===== src/hdl/hec_pkg.sv =====
package hec_pkg;

	// Major opcodes of the 32-bit base encoding
	localparam logic [6:0] HEC_OPC_LUI   = 7'h37;
	localparam logic [6:0] HEC_OPC_AUIPC = 7'h17;
	localparam logic [6:0] HEC_OPC_OPIMM = 7'h13;
	localparam logic [6:0] HEC_OPC_OP    = 7'h33;
	localparam logic [6:0] HEC_OPC_FENCE = 7'h0f;

	// Minor function codes
	localparam logic [2:0] HEC_F3_ADD   = 3'h0;
	localparam logic [2:0] HEC_F3_SLL   = 3'h1;
	localparam logic [2:0] HEC_F3_SLT   = 3'h2;
	localparam logic [2:0] HEC_F3_SLTU  = 3'h3;
	localparam logic [2:0] HEC_F3_XOR   = 3'h4;
	localparam logic [2:0] HEC_F3_SR    = 3'h5;
	localparam logic [2:0] HEC_F3_OR    = 3'h6;
	localparam logic [2:0] HEC_F3_AND   = 3'h7;
	localparam logic [2:0] HEC_F3_FENCE = 3'h0;
	localparam logic [6:0] HEC_F7_BASE  = 7'h00;
	localparam logic [6:0] HEC_F7_ALT   = 7'h20;

	// Field positions in the instruction word
	localparam int HEC_REG_W    = 5;
	localparam int HEC_OPC_LSB  = 0;
	localparam int HEC_RD_LSB   = 7;
	localparam int HEC_F3_LSB   = 12;
	localparam int HEC_RS1_LSB  = 15;
	localparam int HEC_RS2_LSB  = 20;
	localparam int HEC_F7_LSB   = 25;
	localparam int HEC_IMM_LSB  = 20;
	localparam int HEC_IMM_W    = 12;
	localparam int HEC_SUCC_LSB = 20;
	localparam int HEC_PRED_LSB = 24;
	localparam int HEC_FM_LSB   = 28;
	localparam int HEC_SET_W    = 4;

	// Register numbers and field values
	localparam logic [4:0]  HEC_X0        = 5'h00;
	localparam logic [4:0]  HEC_X2        = 5'h02;
	localparam logic [4:0]  HEC_X3        = 5'h03;
	localparam logic [4:0]  HEC_X4        = 5'h04;
	localparam logic [4:0]  HEC_X5        = 5'h05;
	localparam logic [3:0]  HEC_FM_NORMAL = 4'h0;
	localparam logic [3:0]  HEC_SET_NONE  = 4'h0;
	localparam logic [11:0] HEC_IMM_ZERO  = 12'h000;
	localparam logic [4:0]  HEC_SH_ENTRY  = 5'h1f;
	localparam logic [4:0]  HEC_SH_EXIT   = 5'h07;

	// Hint class
	typedef enum logic [1:0]
	{
		HEC_CLS_NONE   = 2'h0,
		HEC_CLS_STD    = 2'h1,
		HEC_CLS_CUSTOM = 2'h2
	} hec_class_t;

	// Non-temporal locality variant
	typedef enum logic [2:0]
	{
		HEC_LOC_NONE = 3'h0,
		HEC_LOC_P1   = 3'h1,
		HEC_LOC_PALL = 3'h2,
		HEC_LOC_S1   = 3'h3,
		HEC_LOC_ALL  = 3'h4
	} hec_loc_t;

	// Zero register test
	function automatic logic hec_is_x0(input logic [4:0] r);
		return r == HEC_X0;
	endfunction : hec_is_x0

endpackage : hec_pkg


===== src/hdl/hec_classify.sv =====
`timescale 1ns/100ps
module hec_classify
	import hec_pkg::*;
(
	input  wire logic [31:0] instr,
	output hec_class_t       cls,
	output hec_loc_t         loc,
	output logic             fence_no_order,
	output logic             semihost_mark
);

	logic [6:0]  opc;
	logic [4:0]  rd;
	logic [4:0]  rs1;
	logic [4:0]  rs2;
	logic [2:0]  f3;
	logic [6:0]  f7;
	logic [11:0] imm;
	logic [3:0]  succ;
	logic [3:0]  pred;
	logic [3:0]  fm;
	logic        rd0;
	logic        rs10;
	logic        is_fence;

	// Field split
	assign opc  = instr[HEC_OPC_LSB +: 7];
	assign rd   = instr[HEC_RD_LSB +: HEC_REG_W];
	assign rs1  = instr[HEC_RS1_LSB +: HEC_REG_W];
	assign rs2  = instr[HEC_RS2_LSB +: HEC_REG_W];
	assign f3   = instr[HEC_F3_LSB +: 3];
	assign f7   = instr[HEC_F7_LSB +: 7];
	assign imm  = instr[HEC_IMM_LSB +: HEC_IMM_W];
	assign succ = instr[HEC_SUCC_LSB +: HEC_SET_W];
	assign pred = instr[HEC_PRED_LSB +: HEC_SET_W];
	assign fm   = instr[HEC_FM_LSB +: HEC_SET_W];
	assign rd0  = hec_is_x0(rd);
	assign rs10 = hec_is_x0(rs1);
	assign is_fence = (opc == HEC_OPC_FENCE) && (f3 == HEC_F3_FENCE);

	// Class decode; pure logic so decode never stalls
	always_comb
	begin
		cls = HEC_CLS_NONE;
		loc = HEC_LOC_NONE;
		case (opc)
			HEC_OPC_LUI, HEC_OPC_AUIPC:
				if (rd0)
					cls = HEC_CLS_STD;
			HEC_OPC_OPIMM:
				if (rd0)
				begin
					case (f3)
						// Plain nop stays a nop
						HEC_F3_ADD:
							if (!(rs10 && imm == HEC_IMM_ZERO))
								cls = HEC_CLS_STD;
						HEC_F3_XOR, HEC_F3_OR, HEC_F3_AND:
							cls = HEC_CLS_STD;
						HEC_F3_SLT, HEC_F3_SLTU:
							cls = HEC_CLS_CUSTOM;
						HEC_F3_SLL:
							if (f7 == HEC_F7_BASE)
								cls = HEC_CLS_CUSTOM;
						HEC_F3_SR:
							if (f7 == HEC_F7_BASE || f7 == HEC_F7_ALT)
								cls = HEC_CLS_CUSTOM;
						default:
							cls = HEC_CLS_NONE;
					endcase
				end
			HEC_OPC_OP:
				// Only defined funct7 forms count
				if (rd0 && (f7 == HEC_F7_BASE || (f7 == HEC_F7_ALT
					&& (f3 == HEC_F3_ADD || f3 == HEC_F3_SR))))
				begin
					if (f3 == HEC_F3_SLT || f3 == HEC_F3_SLTU)
						cls = HEC_CLS_CUSTOM;
					else
						cls = HEC_CLS_STD;
					if (f3 == HEC_F3_ADD && f7 == HEC_F7_BASE && rs10)
					begin
						case (rs2)
							HEC_X2: loc = HEC_LOC_P1;
							HEC_X3: loc = HEC_LOC_PALL;
							HEC_X4: loc = HEC_LOC_S1;
							HEC_X5: loc = HEC_LOC_ALL;
							default: loc = HEC_LOC_NONE;
						endcase
					end
				end
			HEC_OPC_FENCE:
				// Both rd and rs1 nonzero is outside the hint space
				if (is_fence && fm == HEC_FM_NORMAL
					&& (pred == HEC_SET_NONE || succ == HEC_SET_NONE)
					&& (rd0 || rs10))
					cls = HEC_CLS_STD;
			default:
				cls = HEC_CLS_NONE;
		endcase
	end

	// Reserved fm is read as fm zero, so an empty set orders nothing
	assign fence_no_order = is_fence
		&& (pred == HEC_SET_NONE || succ == HEC_SET_NONE);

	// Semihosting entry and exit markers, flagged for custom users
	assign semihost_mark = (opc == HEC_OPC_OPIMM) && rd0 && rs10
		&& ((f3 == HEC_F3_SLL && f7 == HEC_F7_BASE && rs2 == HEC_SH_ENTRY)
		|| (f3 == HEC_F3_SR && f7 == HEC_F7_ALT && rs2 == HEC_SH_EXIT));

endmodule : hec_classify


===== src/hdl/hec_top.sv =====
// Contract
// - Retired hints change nothing but pc and performance counters.
// - Core may ignore any hint's meaning entirely.
// - Integer computational ops writing x0 are hint code points.
// - FENCE with fm zero and empty pred or succ is a hint; the decode also requires rd or rs1 at x0.
// - ADD-class hints may simply execute as ADD writing x0.
// - Register hint source fields pass unchanged to hint consumers.
// - FENCE pred zero, fm zero is a hint; succ, rs1, rd are arguments.
// - Fence with an empty set must not stall or reorder accesses.
// - ADDI x0 hint only if rs1 nonzero or immediate nonzero.
// - ADD x0,x0,x2..x5 decodes to four non-temporal locality variants.
// - FENCE rd x0, rs1 nonzero, fm zero, empty set is standard hint.
// - Set-less-than and immediate-shift x0 forms are custom hints.
// - fm 0000 is normal; reserved configurations act as fm zero; the decode orders them so but never flags a reserved-fm fence as a hint.
`timescale 1ns/100ps
module hec_top
	import hec_pkg::*;
#(
	parameter int CNT_W = 32
)
(
	input  wire logic             CLK,
	input  wire logic             RESET,
	input  wire logic             CE,
	input  wire logic [31:0]      INSTR,
	input  wire logic             INSTR_VALID,
	input  wire logic             RETIRE_VALID,
	input  wire logic             RETIRE_HINT,
	output logic                  HINT,
	output hec_class_t            HINT_CLASS,
	output hec_loc_t              LOCALITY,
	output logic [4:0]            ARG_RS1,
	output logic [4:0]            ARG_RS2,
	output logic [4:0]            ARG_RD,
	output logic [3:0]            ARG_SUCC,
	output logic                  FENCE_NO_ORDER,
	output logic                  SEMIHOST_MARK,
	output logic [CNT_W-1:0]      HINT_COUNT
);

	hec_class_t       cls;
	hec_loc_t         loc;
	logic             no_order;
	logic             semi;
	logic [CNT_W-1:0] count_d;
	logic [CNT_W-1:0] count_q;

	// Decode sits beside normal decode; it does not touch the datapath,
	// so a hint still runs as its base op writing x0
	hec_classify u_classify
	(
		.instr          (INSTR),
		.cls            (cls),
		.loc            (loc),
		.fence_no_order (no_order),
		.semihost_mark  (semi)
	);

	// Qualified flags; combinational so no extra stage is added
	always_comb
	begin
		HINT       = INSTR_VALID && cls != HEC_CLS_NONE;
		HINT_CLASS = INSTR_VALID ? cls : HEC_CLS_NONE;
		LOCALITY   = INSTR_VALID ? loc : HEC_LOC_NONE;
		FENCE_NO_ORDER = INSTR_VALID && no_order;
		SEMIHOST_MARK  = INSTR_VALID && semi;
	end

	// Argument fields go out untouched; zero when no hint
	always_comb
	begin
		ARG_RS1  = HINT ? INSTR[HEC_RS1_LSB +: HEC_REG_W] : HEC_X0;
		ARG_RS2  = HINT ? INSTR[HEC_RS2_LSB +: HEC_REG_W] : HEC_X0;
		ARG_RD   = HINT ? INSTR[HEC_RD_LSB +: HEC_REG_W] : HEC_X0;
		ARG_SUCC = HINT ? INSTR[HEC_SUCC_LSB +: HEC_SET_W]
			: HEC_SET_NONE;
	end

	// Retired-hint counter: the only state a hint may advance
	always_comb
	begin
		count_d = count_q;
		if (RETIRE_VALID && RETIRE_HINT)
			count_d = count_q + CNT_W'(1);
	end

	// Counter register; CE low freezes it
	always_ff @(posedge CLK)
	begin
		if (RESET)
			count_q <= '0;
		else if (CE)
			count_q <= count_d;
	end

	assign HINT_COUNT = count_q;

	// Checks on the decode and the counter
	a_nop_not_hint: assert property (@(posedge CLK) disable iff (RESET)
		(INSTR == {HEC_IMM_ZERO, HEC_X0, HEC_F3_ADD, HEC_X0, HEC_OPC_OPIMM})
		|-> !HINT)
		else $error("canonical nop flagged as hint");

	a_addi_x0_hint: assert property (@(posedge CLK) disable iff (RESET)
		(INSTR_VALID && INSTR[6:0] == HEC_OPC_OPIMM && INSTR[14:12] == 3'h0
		&& INSTR[11:7] == HEC_X0 && INSTR[19:15] != HEC_X0)
		|-> HINT && HINT_CLASS == HEC_CLS_STD)
		else $error("addi x0 with nonzero source not a standard hint");

	a_rd_is_x0: assert property (@(posedge CLK) disable iff (RESET)
		(HINT && INSTR[6:0] != HEC_OPC_FENCE) |-> INSTR[11:7] == HEC_X0)
		else $error("non-fence hint with nonzero destination");

	a_locality_map: assert property (@(posedge CLK) disable iff (RESET)
		(INSTR_VALID && INSTR[31:25] == HEC_F7_BASE && INSTR[14:0]
		== {HEC_X0, HEC_F3_ADD, HEC_X0, HEC_OPC_OP}
		&& INSTR[24:20] >= HEC_X2 && INSTR[24:20] <= HEC_X5)
		|-> LOCALITY == hec_loc_t'(INSTR[22:20] - 3'h1))
		else $error("locality variant mismatched to rs2");

	a_custom_slt: assert property (@(posedge CLK) disable iff (RESET)
		(INSTR_VALID && INSTR[6:0] == HEC_OPC_OPIMM && INSTR[11:7] == HEC_X0
		&& (INSTR[14:12] == HEC_F3_SLT || INSTR[14:12] == HEC_F3_SLTU))
		|-> HINT_CLASS == HEC_CLS_CUSTOM)
		else $error("slti x0 not classified custom");

	a_fence_hint: assert property (@(posedge CLK) disable iff (RESET)
		(INSTR_VALID && INSTR[6:0] == HEC_OPC_FENCE && INSTR[14:12] == 3'h0
		&& INSTR[31:28] == HEC_FM_NORMAL && INSTR[11:7] == HEC_X0
		&& INSTR[19:15] != HEC_X0 && INSTR[27:24] == HEC_SET_NONE)
		|-> HINT && HINT_CLASS == HEC_CLS_STD && FENCE_NO_ORDER)
		else $error("null-predecessor fence not a standard hint");

	a_args_pass: assert property (@(posedge CLK) disable iff (RESET)
		HINT |-> ARG_RS1 == INSTR[19:15] && ARG_RS2 == INSTR[24:20]
		&& ARG_RD == INSTR[11:7])
		else $error("hint arguments altered");

	a_flag_class: assert property (@(posedge CLK) disable iff (RESET)
		HINT == (HINT_CLASS != HEC_CLS_NONE))
		else $error("hint flag and class disagree");

	a_count_step: assert property (@(posedge CLK) disable iff (RESET)
		(CE && RETIRE_VALID && RETIRE_HINT) |=>
		HINT_COUNT == $past(HINT_COUNT) + CNT_W'(1))
		else $error("retired hint not counted");

	a_count_hold: assert property (@(posedge CLK) disable iff (RESET)
		(!CE || !(RETIRE_VALID && RETIRE_HINT)) |=> $stable(HINT_COUNT))
		else $error("hint counter moved without a retired hint");

	// Raw fields for the checks, split apart from the classifier so a
	// decode slip there cannot hide behind its own field split
	logic [6:0] chk_opc;
	logic [4:0] chk_rd;
	logic [4:0] chk_rs1;
	logic [2:0] chk_f3;
	logic [6:0] chk_f7;
	logic [3:0] chk_succ;
	logic [3:0] chk_pred;
	logic [3:0] chk_fm;
	logic       chk_fence;

	assign chk_opc   = INSTR[HEC_OPC_LSB +: 7];
	assign chk_rd    = INSTR[HEC_RD_LSB +: HEC_REG_W];
	assign chk_rs1   = INSTR[HEC_RS1_LSB +: HEC_REG_W];
	assign chk_f3    = INSTR[HEC_F3_LSB +: 3];
	assign chk_f7    = INSTR[HEC_F7_LSB +: 7];
	assign chk_succ  = INSTR[HEC_SUCC_LSB +: HEC_SET_W];
	assign chk_pred  = INSTR[HEC_PRED_LSB +: HEC_SET_W];
	assign chk_fm    = INSTR[HEC_FM_LSB +: HEC_SET_W];
	assign chk_fence = INSTR_VALID && chk_opc == HEC_OPC_FENCE
		&& chk_f3 == HEC_F3_FENCE;

	a_logic_imm: assert property (@(posedge CLK) disable iff (RESET)
		(INSTR_VALID && chk_opc == HEC_OPC_OPIMM && chk_rd == HEC_X0
		&& (chk_f3 == HEC_F3_XOR || chk_f3 == HEC_F3_OR
		|| chk_f3 == HEC_F3_AND))
		|-> HINT && HINT_CLASS == HEC_CLS_STD)
		else $error("logical immediate to x0 not a standard hint");

	a_upper_imm: assert property (@(posedge CLK) disable iff (RESET)
		(INSTR_VALID && chk_rd == HEC_X0
		&& (chk_opc == HEC_OPC_LUI || chk_opc == HEC_OPC_AUIPC))
		|-> HINT && HINT_CLASS == HEC_CLS_STD)
		else $error("upper immediate to x0 not a standard hint");

	a_reg_std: assert property (@(posedge CLK) disable iff (RESET)
		(INSTR_VALID && chk_opc == HEC_OPC_OP && chk_rd == HEC_X0
		&& chk_f7 == HEC_F7_BASE && chk_f3 != HEC_F3_SLT
		&& chk_f3 != HEC_F3_SLTU)
		|-> HINT && HINT_CLASS == HEC_CLS_STD)
		else $error("register op to x0 not a standard hint");

	a_alt_std: assert property (@(posedge CLK) disable iff (RESET)
		(INSTR_VALID && chk_opc == HEC_OPC_OP && chk_rd == HEC_X0
		&& chk_f7 == HEC_F7_ALT
		&& (chk_f3 == HEC_F3_ADD || chk_f3 == HEC_F3_SR))
		|-> HINT && HINT_CLASS == HEC_CLS_STD)
		else $error("subtract or arithmetic shift to x0 not a hint");

	a_shift_custom: assert property (@(posedge CLK) disable iff (RESET)
		(INSTR_VALID && chk_opc == HEC_OPC_OPIMM && chk_rd == HEC_X0
		&& ((chk_f3 == HEC_F3_SLL && chk_f7 == HEC_F7_BASE)
		|| (chk_f3 == HEC_F3_SR
		&& (chk_f7 == HEC_F7_BASE || chk_f7 == HEC_F7_ALT))))
		|-> HINT && HINT_CLASS == HEC_CLS_CUSTOM)
		else $error("shift immediate to x0 not a custom hint");

	a_reg_slt: assert property (@(posedge CLK) disable iff (RESET)
		(INSTR_VALID && chk_opc == HEC_OPC_OP && chk_rd == HEC_X0
		&& chk_f7 == HEC_F7_BASE
		&& (chk_f3 == HEC_F3_SLT || chk_f3 == HEC_F3_SLTU))
		|-> HINT && HINT_CLASS == HEC_CLS_CUSTOM)
		else $error("register set-less-than to x0 not a custom hint");

	// Fence hints: one register field at x0 and one set left empty
	a_fence_no_pred: assert property (@(posedge CLK) disable iff (RESET)
		(chk_fence && chk_fm == HEC_FM_NORMAL && chk_pred == HEC_SET_NONE
		&& (chk_rd == HEC_X0 || chk_rs1 == HEC_X0))
		|-> HINT && HINT_CLASS == HEC_CLS_STD && FENCE_NO_ORDER
		&& ARG_SUCC == chk_succ)
		else $error("null-predecessor fence hint wrong");

	a_fence_no_succ: assert property (@(posedge CLK) disable iff (RESET)
		(chk_fence && chk_fm == HEC_FM_NORMAL && chk_succ == HEC_SET_NONE
		&& (chk_rd == HEC_X0 || chk_rs1 == HEC_X0))
		|-> HINT && HINT_CLASS == HEC_CLS_STD && FENCE_NO_ORDER)
		else $error("null-successor fence not a standard hint");

	a_fence_regs: assert property (@(posedge CLK) disable iff (RESET)
		(chk_fence && chk_rd != HEC_X0 && chk_rs1 != HEC_X0) |-> !HINT)
		else $error("fence with both register fields set flagged");

	// Reserved modes are never hints but order as a normal fence would
	a_fence_mode: assert property (@(posedge CLK) disable iff (RESET)
		(chk_fence && chk_fm != HEC_FM_NORMAL)
		|-> !HINT && FENCE_NO_ORDER == (chk_pred == HEC_SET_NONE
		|| chk_succ == HEC_SET_NONE))
		else $error("reserved fence mode not treated as normal fence");

	a_full_fence: assert property (@(posedge CLK) disable iff (RESET)
		(chk_fence && chk_pred != HEC_SET_NONE && chk_succ != HEC_SET_NONE)
		|-> !HINT && !FENCE_NO_ORDER)
		else $error("ordering fence flagged as unordered hint");

	a_locality_form: assert property (@(posedge CLK) disable iff (RESET)
		(LOCALITY != HEC_LOC_NONE)
		|-> INSTR_VALID && chk_opc == HEC_OPC_OP && chk_rd == HEC_X0
		&& chk_rs1 == HEC_X0 && chk_f3 == HEC_F3_ADD
		&& chk_f7 == HEC_F7_BASE)
		else $error("locality variant on a non-locality word");

	a_semihost_custom: assert property (@(posedge CLK) disable iff (RESET)
		SEMIHOST_MARK |-> HINT && HINT_CLASS == HEC_CLS_CUSTOM
		&& chk_rs1 == HEC_X0)
		else $error("semihosting marker not a custom hint");

	a_invalid_quiet: assert property (@(posedge CLK) disable iff (RESET)
		!INSTR_VALID |-> !HINT && LOCALITY == HEC_LOC_NONE
		&& !FENCE_NO_ORDER && !SEMIHOST_MARK && ARG_RS1 == HEC_X0
		&& ARG_RS2 == HEC_X0 && ARG_RD == HEC_X0
		&& ARG_SUCC == HEC_SET_NONE)
		else $error("decode outputs active without a valid word");

	// Not disabled by reset: this one watches the reset itself
	a_reset_clear: assert property (@(posedge CLK)
		RESET |=> HINT_COUNT == '0)
		else $error("hint counter not cleared by reset");

endmodule : hec_top


===== config.mk =====
export PLATFORM = sky130hd
export DESIGN_NAME = hec_top
export DESIGN_NICKNAME = d
export VERILOG_FILES = /design/src/hdl/hec_pkg.sv /design/src/hdl/hec_classify.sv /design/src/hdl/hec_top.sv
export SDC_FILE = /design/constraint.sdc
export NUM_CORES = 1
export LEC_CHECK = 0
export BUFFER_PORTS_ARGS = -buffer_cell sky130_fd_sc_hd__buf_2
export CAP_MARGIN = 20
export CORE_MARGIN = 5
export CORE_UTILIZATION = 40
export DETAILED_ROUTE_END_ITERATION = 10
export PLACE_DENSITY = 0.69
export SLEW_MARGIN = 40
export SYNTH_ARGS = -nofsm -noshare
export SYNTH_HDL_FRONTEND = slang
export SYNTH_SLANG_ARGS = --single-unit

===== constraint.sdc =====
create_clock -name CLK -period 4.2 [get_ports CLK]
set_input_delay 0.84 -clock CLK [delete_from_list [all_inputs] [get_ports CLK]]
set_output_delay 0.84 -clock CLK [all_outputs]
set_load 0.01 [all_outputs]

# Word level (Yosys, flattened, before mapping)
# Cells that the tools add are included.
# classes
add_sub_neg	1
muxes	20
n_reduce_logical	41
eq_ne	19
# ops
operator	n
32-bit by 1-bit adder with 32-bit output, second input constant	1
7-bit by 6-bit == test with 1-bit output, second input constant	3
1-bit logical AND	21
5-bit by 3-bit == test with 1-bit output, second input constant	3
5-bit two-way mux	3
7-bit by 5-bit == test with 1-bit output, second input constant	2
3-bit == test, second input constant	4
12-bit logical NOT	1
4-bit logical NOT	3
2-bit two-way mux	6
3-bit two-way mux	4
3-bit case mux with 4 select lines	1
5-bit by 2-bit == test with 1-bit output, second input constant	2
5-bit logical NOT	2
2-bit case mux with 5 select lines	1
2-bit case mux with 4 select lines	1
7-bit by 4-bit == test with 1-bit output, second input constant	1
7-bit logical NOT	1
1-bit logical OR	7
3-bit by 2-bit == test with 1-bit output, second input constant	2
5-bit == test, second input constant	1
4-bit two-way mux	1
2-bit OR reduction	2
3-bit by 1-bit == test with 1-bit output, second input constant	1
5 further kinds	7
# word_totals
elab_cells	82
register_bits	32
input_bits	38
out_inout_bits	59

# Logic depth before layout (Yosys ltp)
# logic_depth
depth_word	10
depth_mapped	8
ltp_nobuf	6

# Cells and area by module
# From an unflattened synthesis, not the netlist that was laid out.
# hier_totals
hier_cells	271
hier_area_um2	2135.8
# by_module_without_submodules
mod	n_inst	area_each_um2	cells_per_inst	seq_area_each_um2
hec_top	1	1752.9	215	640.6
hec_classify	1	382.9	56	0.0

# Least setup slack after synthesis
# No wires, ideal clock.
# synth_path
path_kind	input port to output port
start	input port INSTR[21]
end	output port ARG_SUCC[0]
t_required_ns	3.360
path_stages	8
t_arrival_ns	2.392
slack_ns	0.968
path_buffers	3
cell_sequence	buf_6 nor4_1 a21oi_1 nor4_4 a32oi_2 buf_6 a21oi_2 buf_4
# synth_between
elab_chain_cells	9
word_cells_on_any_way	14
classes_between	mux: 6; reduce/logical: 8
# synth_rtl
element	line_no	text
start, declared	hec_top.sv:25	input wire logic [31:0] INSTR,
12-bit logical NOT or 4-bit logical NOT (tied branches)	hec_classify.sv:56, hec_classify.sv:95	
1-bit logical AND or 1-bit logical OR (tied branches)	hec_classify.sv:56, hec_classify.sv:95	
1-bit two-way mux or 1-bit logical AND (tied branches)	hec_classify.sv:56, hec_classify.sv:95	
2-bit case mux with 5 select lines or 1-bit logical AND (tied branches)	hec_classify.sv:53, hec_classify.sv:96	
2-bit two-way mux or 1-bit two-way mux (tied branches)	hec_classify.sv:51, hec_classify.sv:94	
2-bit case mux with 4 select lines *	hec_classify.sv:46	case (opc)
2-bit nonzero test *	hec_top.sv:62	HINT = INSTR_VALID && cls != HEC_CLS_NONE;
1-bit logical AND *	hec_top.sv:62	
4-bit two-way mux *	hec_top.sv:75	ARG_SUCC = HINT ? INSTR[HEC_SUCC_LSB +: HEC_SET_W]
end, declared	hec_top.sv:35	output logic [3:0] ARG_SUCC,
# Mark *: on every way between the ends. The rest lies on a longest branch, timed or not.

# Final worst setup path
# layout_path
start	input port INSTR[8]
end	output port HINT
# layout_between
elab_chain_cells	7
word_cells_on_any_way	11
classes_between	mux: 5; reduce/logical: 6
# layout_rtl
element	line_no	text
5-bit logical NOT *	hec_pkg.sv:70	return r == HEC_X0;
1-bit logical OR	hec_classify.sv:96	&& (rd0 || rs10))
1-bit logical AND	hec_classify.sv:96	
1-bit two-way mux	hec_classify.sv:94	if (is_fence && fm == HEC_FM_NORMAL
2-bit case mux with 4 select lines *	hec_classify.sv:46	
2-bit nonzero test *	hec_top.sv:62	
1-bit logical AND *	hec_top.sv:62	
end, declared	hec_top.sv:29	output logic HINT,
# Marks and branches as above.

==> results.md <==
* Outcome: finished, final reports clean
* Worst Skew at 0.00635 ns
* Leak pwr at 0.00111 uW
* CTS H-tree depth at 2
* Crit-path cells: buf_2 -> nor3_1 -> and4_1 -> nor4b_2 -> a31oi_4 -> a21boi_0 -> buf_2
* Utilization after layout at 0.527
* Clock sinks at 32
* Cell area after synthesis at 2110 sq um
* Sum Neg Setup Slack at 0 ns
* Max Slew Vio Count at 0
* Dpl hpwl at 4440 microns
* Chip Height at 82.7 microns
* Post-DR wirelength/cell at 13.2 microns
* CTS tree: built
* Wl on met1 at 2340 microns
* Remaining DRCs at 0
* PwrDens at 224 nW/um^2
* Worst-margin pin slew at 0.655 ns
* Cell mode on critical path: buf_2
* Largest net degree at the start of global routing at 34
* Die area at 6840 sq um
* YS warnings at 0
* IO Count at 97
* Fillers at 509
* Synth cell types at 43
* Setup Fix Bufs, Post-CTS at 0
* Gr ovfl total at 0
* Placer Congestion at 0.910
* Met3 WL at 580 microns
* Sequential cell area at 641 sq um
* Number of synthesized flops with an enable pin at 0
* Routed vias at 2,184
* CTS hold repair buffers at 0
* CORE AREA at 5110 sq um
* Clk Latency, worst-skew pair at 0.28 ns
* DRT Wirelength at 5650 microns
* Setup crit end kind: primary output
* Final nets at 396
* Fin. Hold Viols at 0
* Most used DFF post-synth: dfxtp_1
* Worst Setup Start Kind: input pin
* Worst path max stage delay at 0.41 ns
* Starting Density at 0.414
* Placed Cells incl. Taps at 420
* Routed Antenna Nets at 0
* Peak supply drop at 0.259 mV
* Iter 0 DRT Violations at 52
* Clock slew at reported path FFs at 0.06 ns
* Overall Global Routing Usage at 0.164
* Max_slew headroom at 0.562
* Crit. Startpoint: INSTR[8]
* Row Count at 26
* Pre-antenna DRT Iters at 4
* Met2 Wirelength at 2640 microns
* Slowest stage cell, crit path: nor3_1
* Post-Syn Nets at 310
* Cell Count, Final, Fillers Out at 428
* CTS Buf Count at 5
* Worst Path Class, Setup: in2out
* Post-CTS Resized at 0
* Root Buffer: clkbuf_8
* Vias in the first global route at 2,053
* Final setup violation count at 0
* Hold path start: HINT_COUNT[18]
* Crit path DAT at 2.73 ns
* Crit share post-route at 0.850
* Post-synthesis async set-or-reset flop share at 0
* Worst-path fanout max at 16
* Post-synthesis register bit count at 32
* Global-route wire length before repair at 8840 microns
* IO buf count at 96
* Top Layer Used: met4
* Area Growth Syn to Fin at 27.4%
* Vias per inst at 5.10
* # diodes at 0
* Initial antenna violation count at 0
* RSZ-0062 raised after global routing: false
* HP Class: reg2reg
* Req. time, crit path at 3.36 ns
* Clk buf depth at 2
* Gate count after technology mapping at 271
* Area of the multi-input gates at 1350 sq um
* Die X-Extent at 82.7 microns
* Largest register FFs at 32
* Seq/Total Area, Yosys at 0.303
* Layout cells sized above 1 at 0.360
* Critical R2R Launch: HINT_COUNT[6]
* Final min period at 3.57 ns
* Synth Area per Inst at 7.80 sq um
* Max-cap violations at 0
* Fmax at 280 MHz
[layout make-up]
class | count | share of cell area
Multi-Input combinational cell | 213 | 0.503
Sequential cell | 32 | 0.238
Timing Repair Buffer | 97 | 0.181
Tap cell | 70 | 0.0325
Clock buffer | 7 | 0.0320
Inverter | 8 | 0.0111
Clock inverter | 1 | 0.00279
[stage by stage]
stage / total power (uW) / hold WS [ns] / cell area, sq um / setup WS, ns
after floorplan: 339 / 0.544 / 2110 / 0.968
after global placement: 366 / 0.514 / 2590 / 0.618
after detailed placement: 367 / 0.519 / 2600 / 0.668
after CTS: 613 / 0.536 / 2690 / 0.670
after global routing: 629 / 0.550 / 2690 / 0.500
final: 604 / 0.533 / 2690 / 0.632
[worst max-delay path: cells and delay by family]
kind / cells / cell delay [ns]
and+or+nand+nor: 3 / 1.18
AOI/OAI and AO/OA: 2 / 0.45
buffers and inverters: 2 / 0.26
[cell usage after synthesis (all sizes together) (2+ instances only)]
cell type,n,share of area
nand4,11,0.033
xor2,5,0.021
nor4,6,0.025
inv,8,0.014
and4,5,0.021
or4,2,0.011
dfxtp,32,0.30
nor2,44,0.082
a21boi,2,0.0071
and3,4,0.012
nand3b,2,0.0071
clkbuf,10,0.018
nor4b,2,0.011
nor3b,4,0.014
xnor2,26,0.11
nand3,10,0.024
nor3,18,0.047
and3b,2,0.0083
and2,3,0.0095
buf,8,0.032
a21oi,20,0.065
nand2,28,0.050
nor2b,4,0.012
a31oi,3,0.0089
[cells in the final DEF (no fill, tap or decap), types with 2 or more instances in the layout]
master	netlist	routed
xor2_1	5	5
clkbuf_8	0	6
nor2_1	43	43
or4_4	2	2
nand4_1	11	11
and4_1	5	5
and3_1	4	4
and2_1	2	2
a31oi_1	3	2
nor3b_1	4	4
inv_1	8	8
a21boi_0	2	2
nor2b_1	4	4
dfxtp_1	32	32
nand3_1	10	10
and3b_1	2	2
nor3_1	16	16
a21oi_1	10	10
nand2_1	28	28
nor4_1	5	5
nor3_2	2	2
xnor2_1	26	26
a21oi_2	10	10
buf_2	0	96
nand3b_1	2	2
[where the power goes]
part           internal, uW  switching (uW)  total (uW)
clock network           133             110         243
registers               304           0.938         305
logic                  22.9            32.8        55.7
[metal layers]
layer  up-vias  track usage
li1       1110            -
met2        82        0.292
met4         0       0.0686
met1       984        0.183
met5         -            0
met3         8       0.0456
[logic make-up after synthesis]
kind of cell               share of synthesized area
and+or+nand+nor                                0.377
adders and majority gates                    0.00592
muxes                                         0.0101
xor gates and xnor gates                       0.128
DFF                                            0.303
AOI/OAI and AO/OA                              0.112
buffers and inverters                         0.0639
[worst paths after layout]
kind                            slack [ns]             end  cells past startpoint
worst max register to register        1.99  HINT_COUNT[31]                      5
worst min register to register        0.53  HINT_COUNT[18]                      2
worst max-delay path                  0.63            HINT                      7
worst min-delay path                  0.53  HINT_COUNT[18]                      2
No activity file was read; power rests on OpenSTA's default activity.
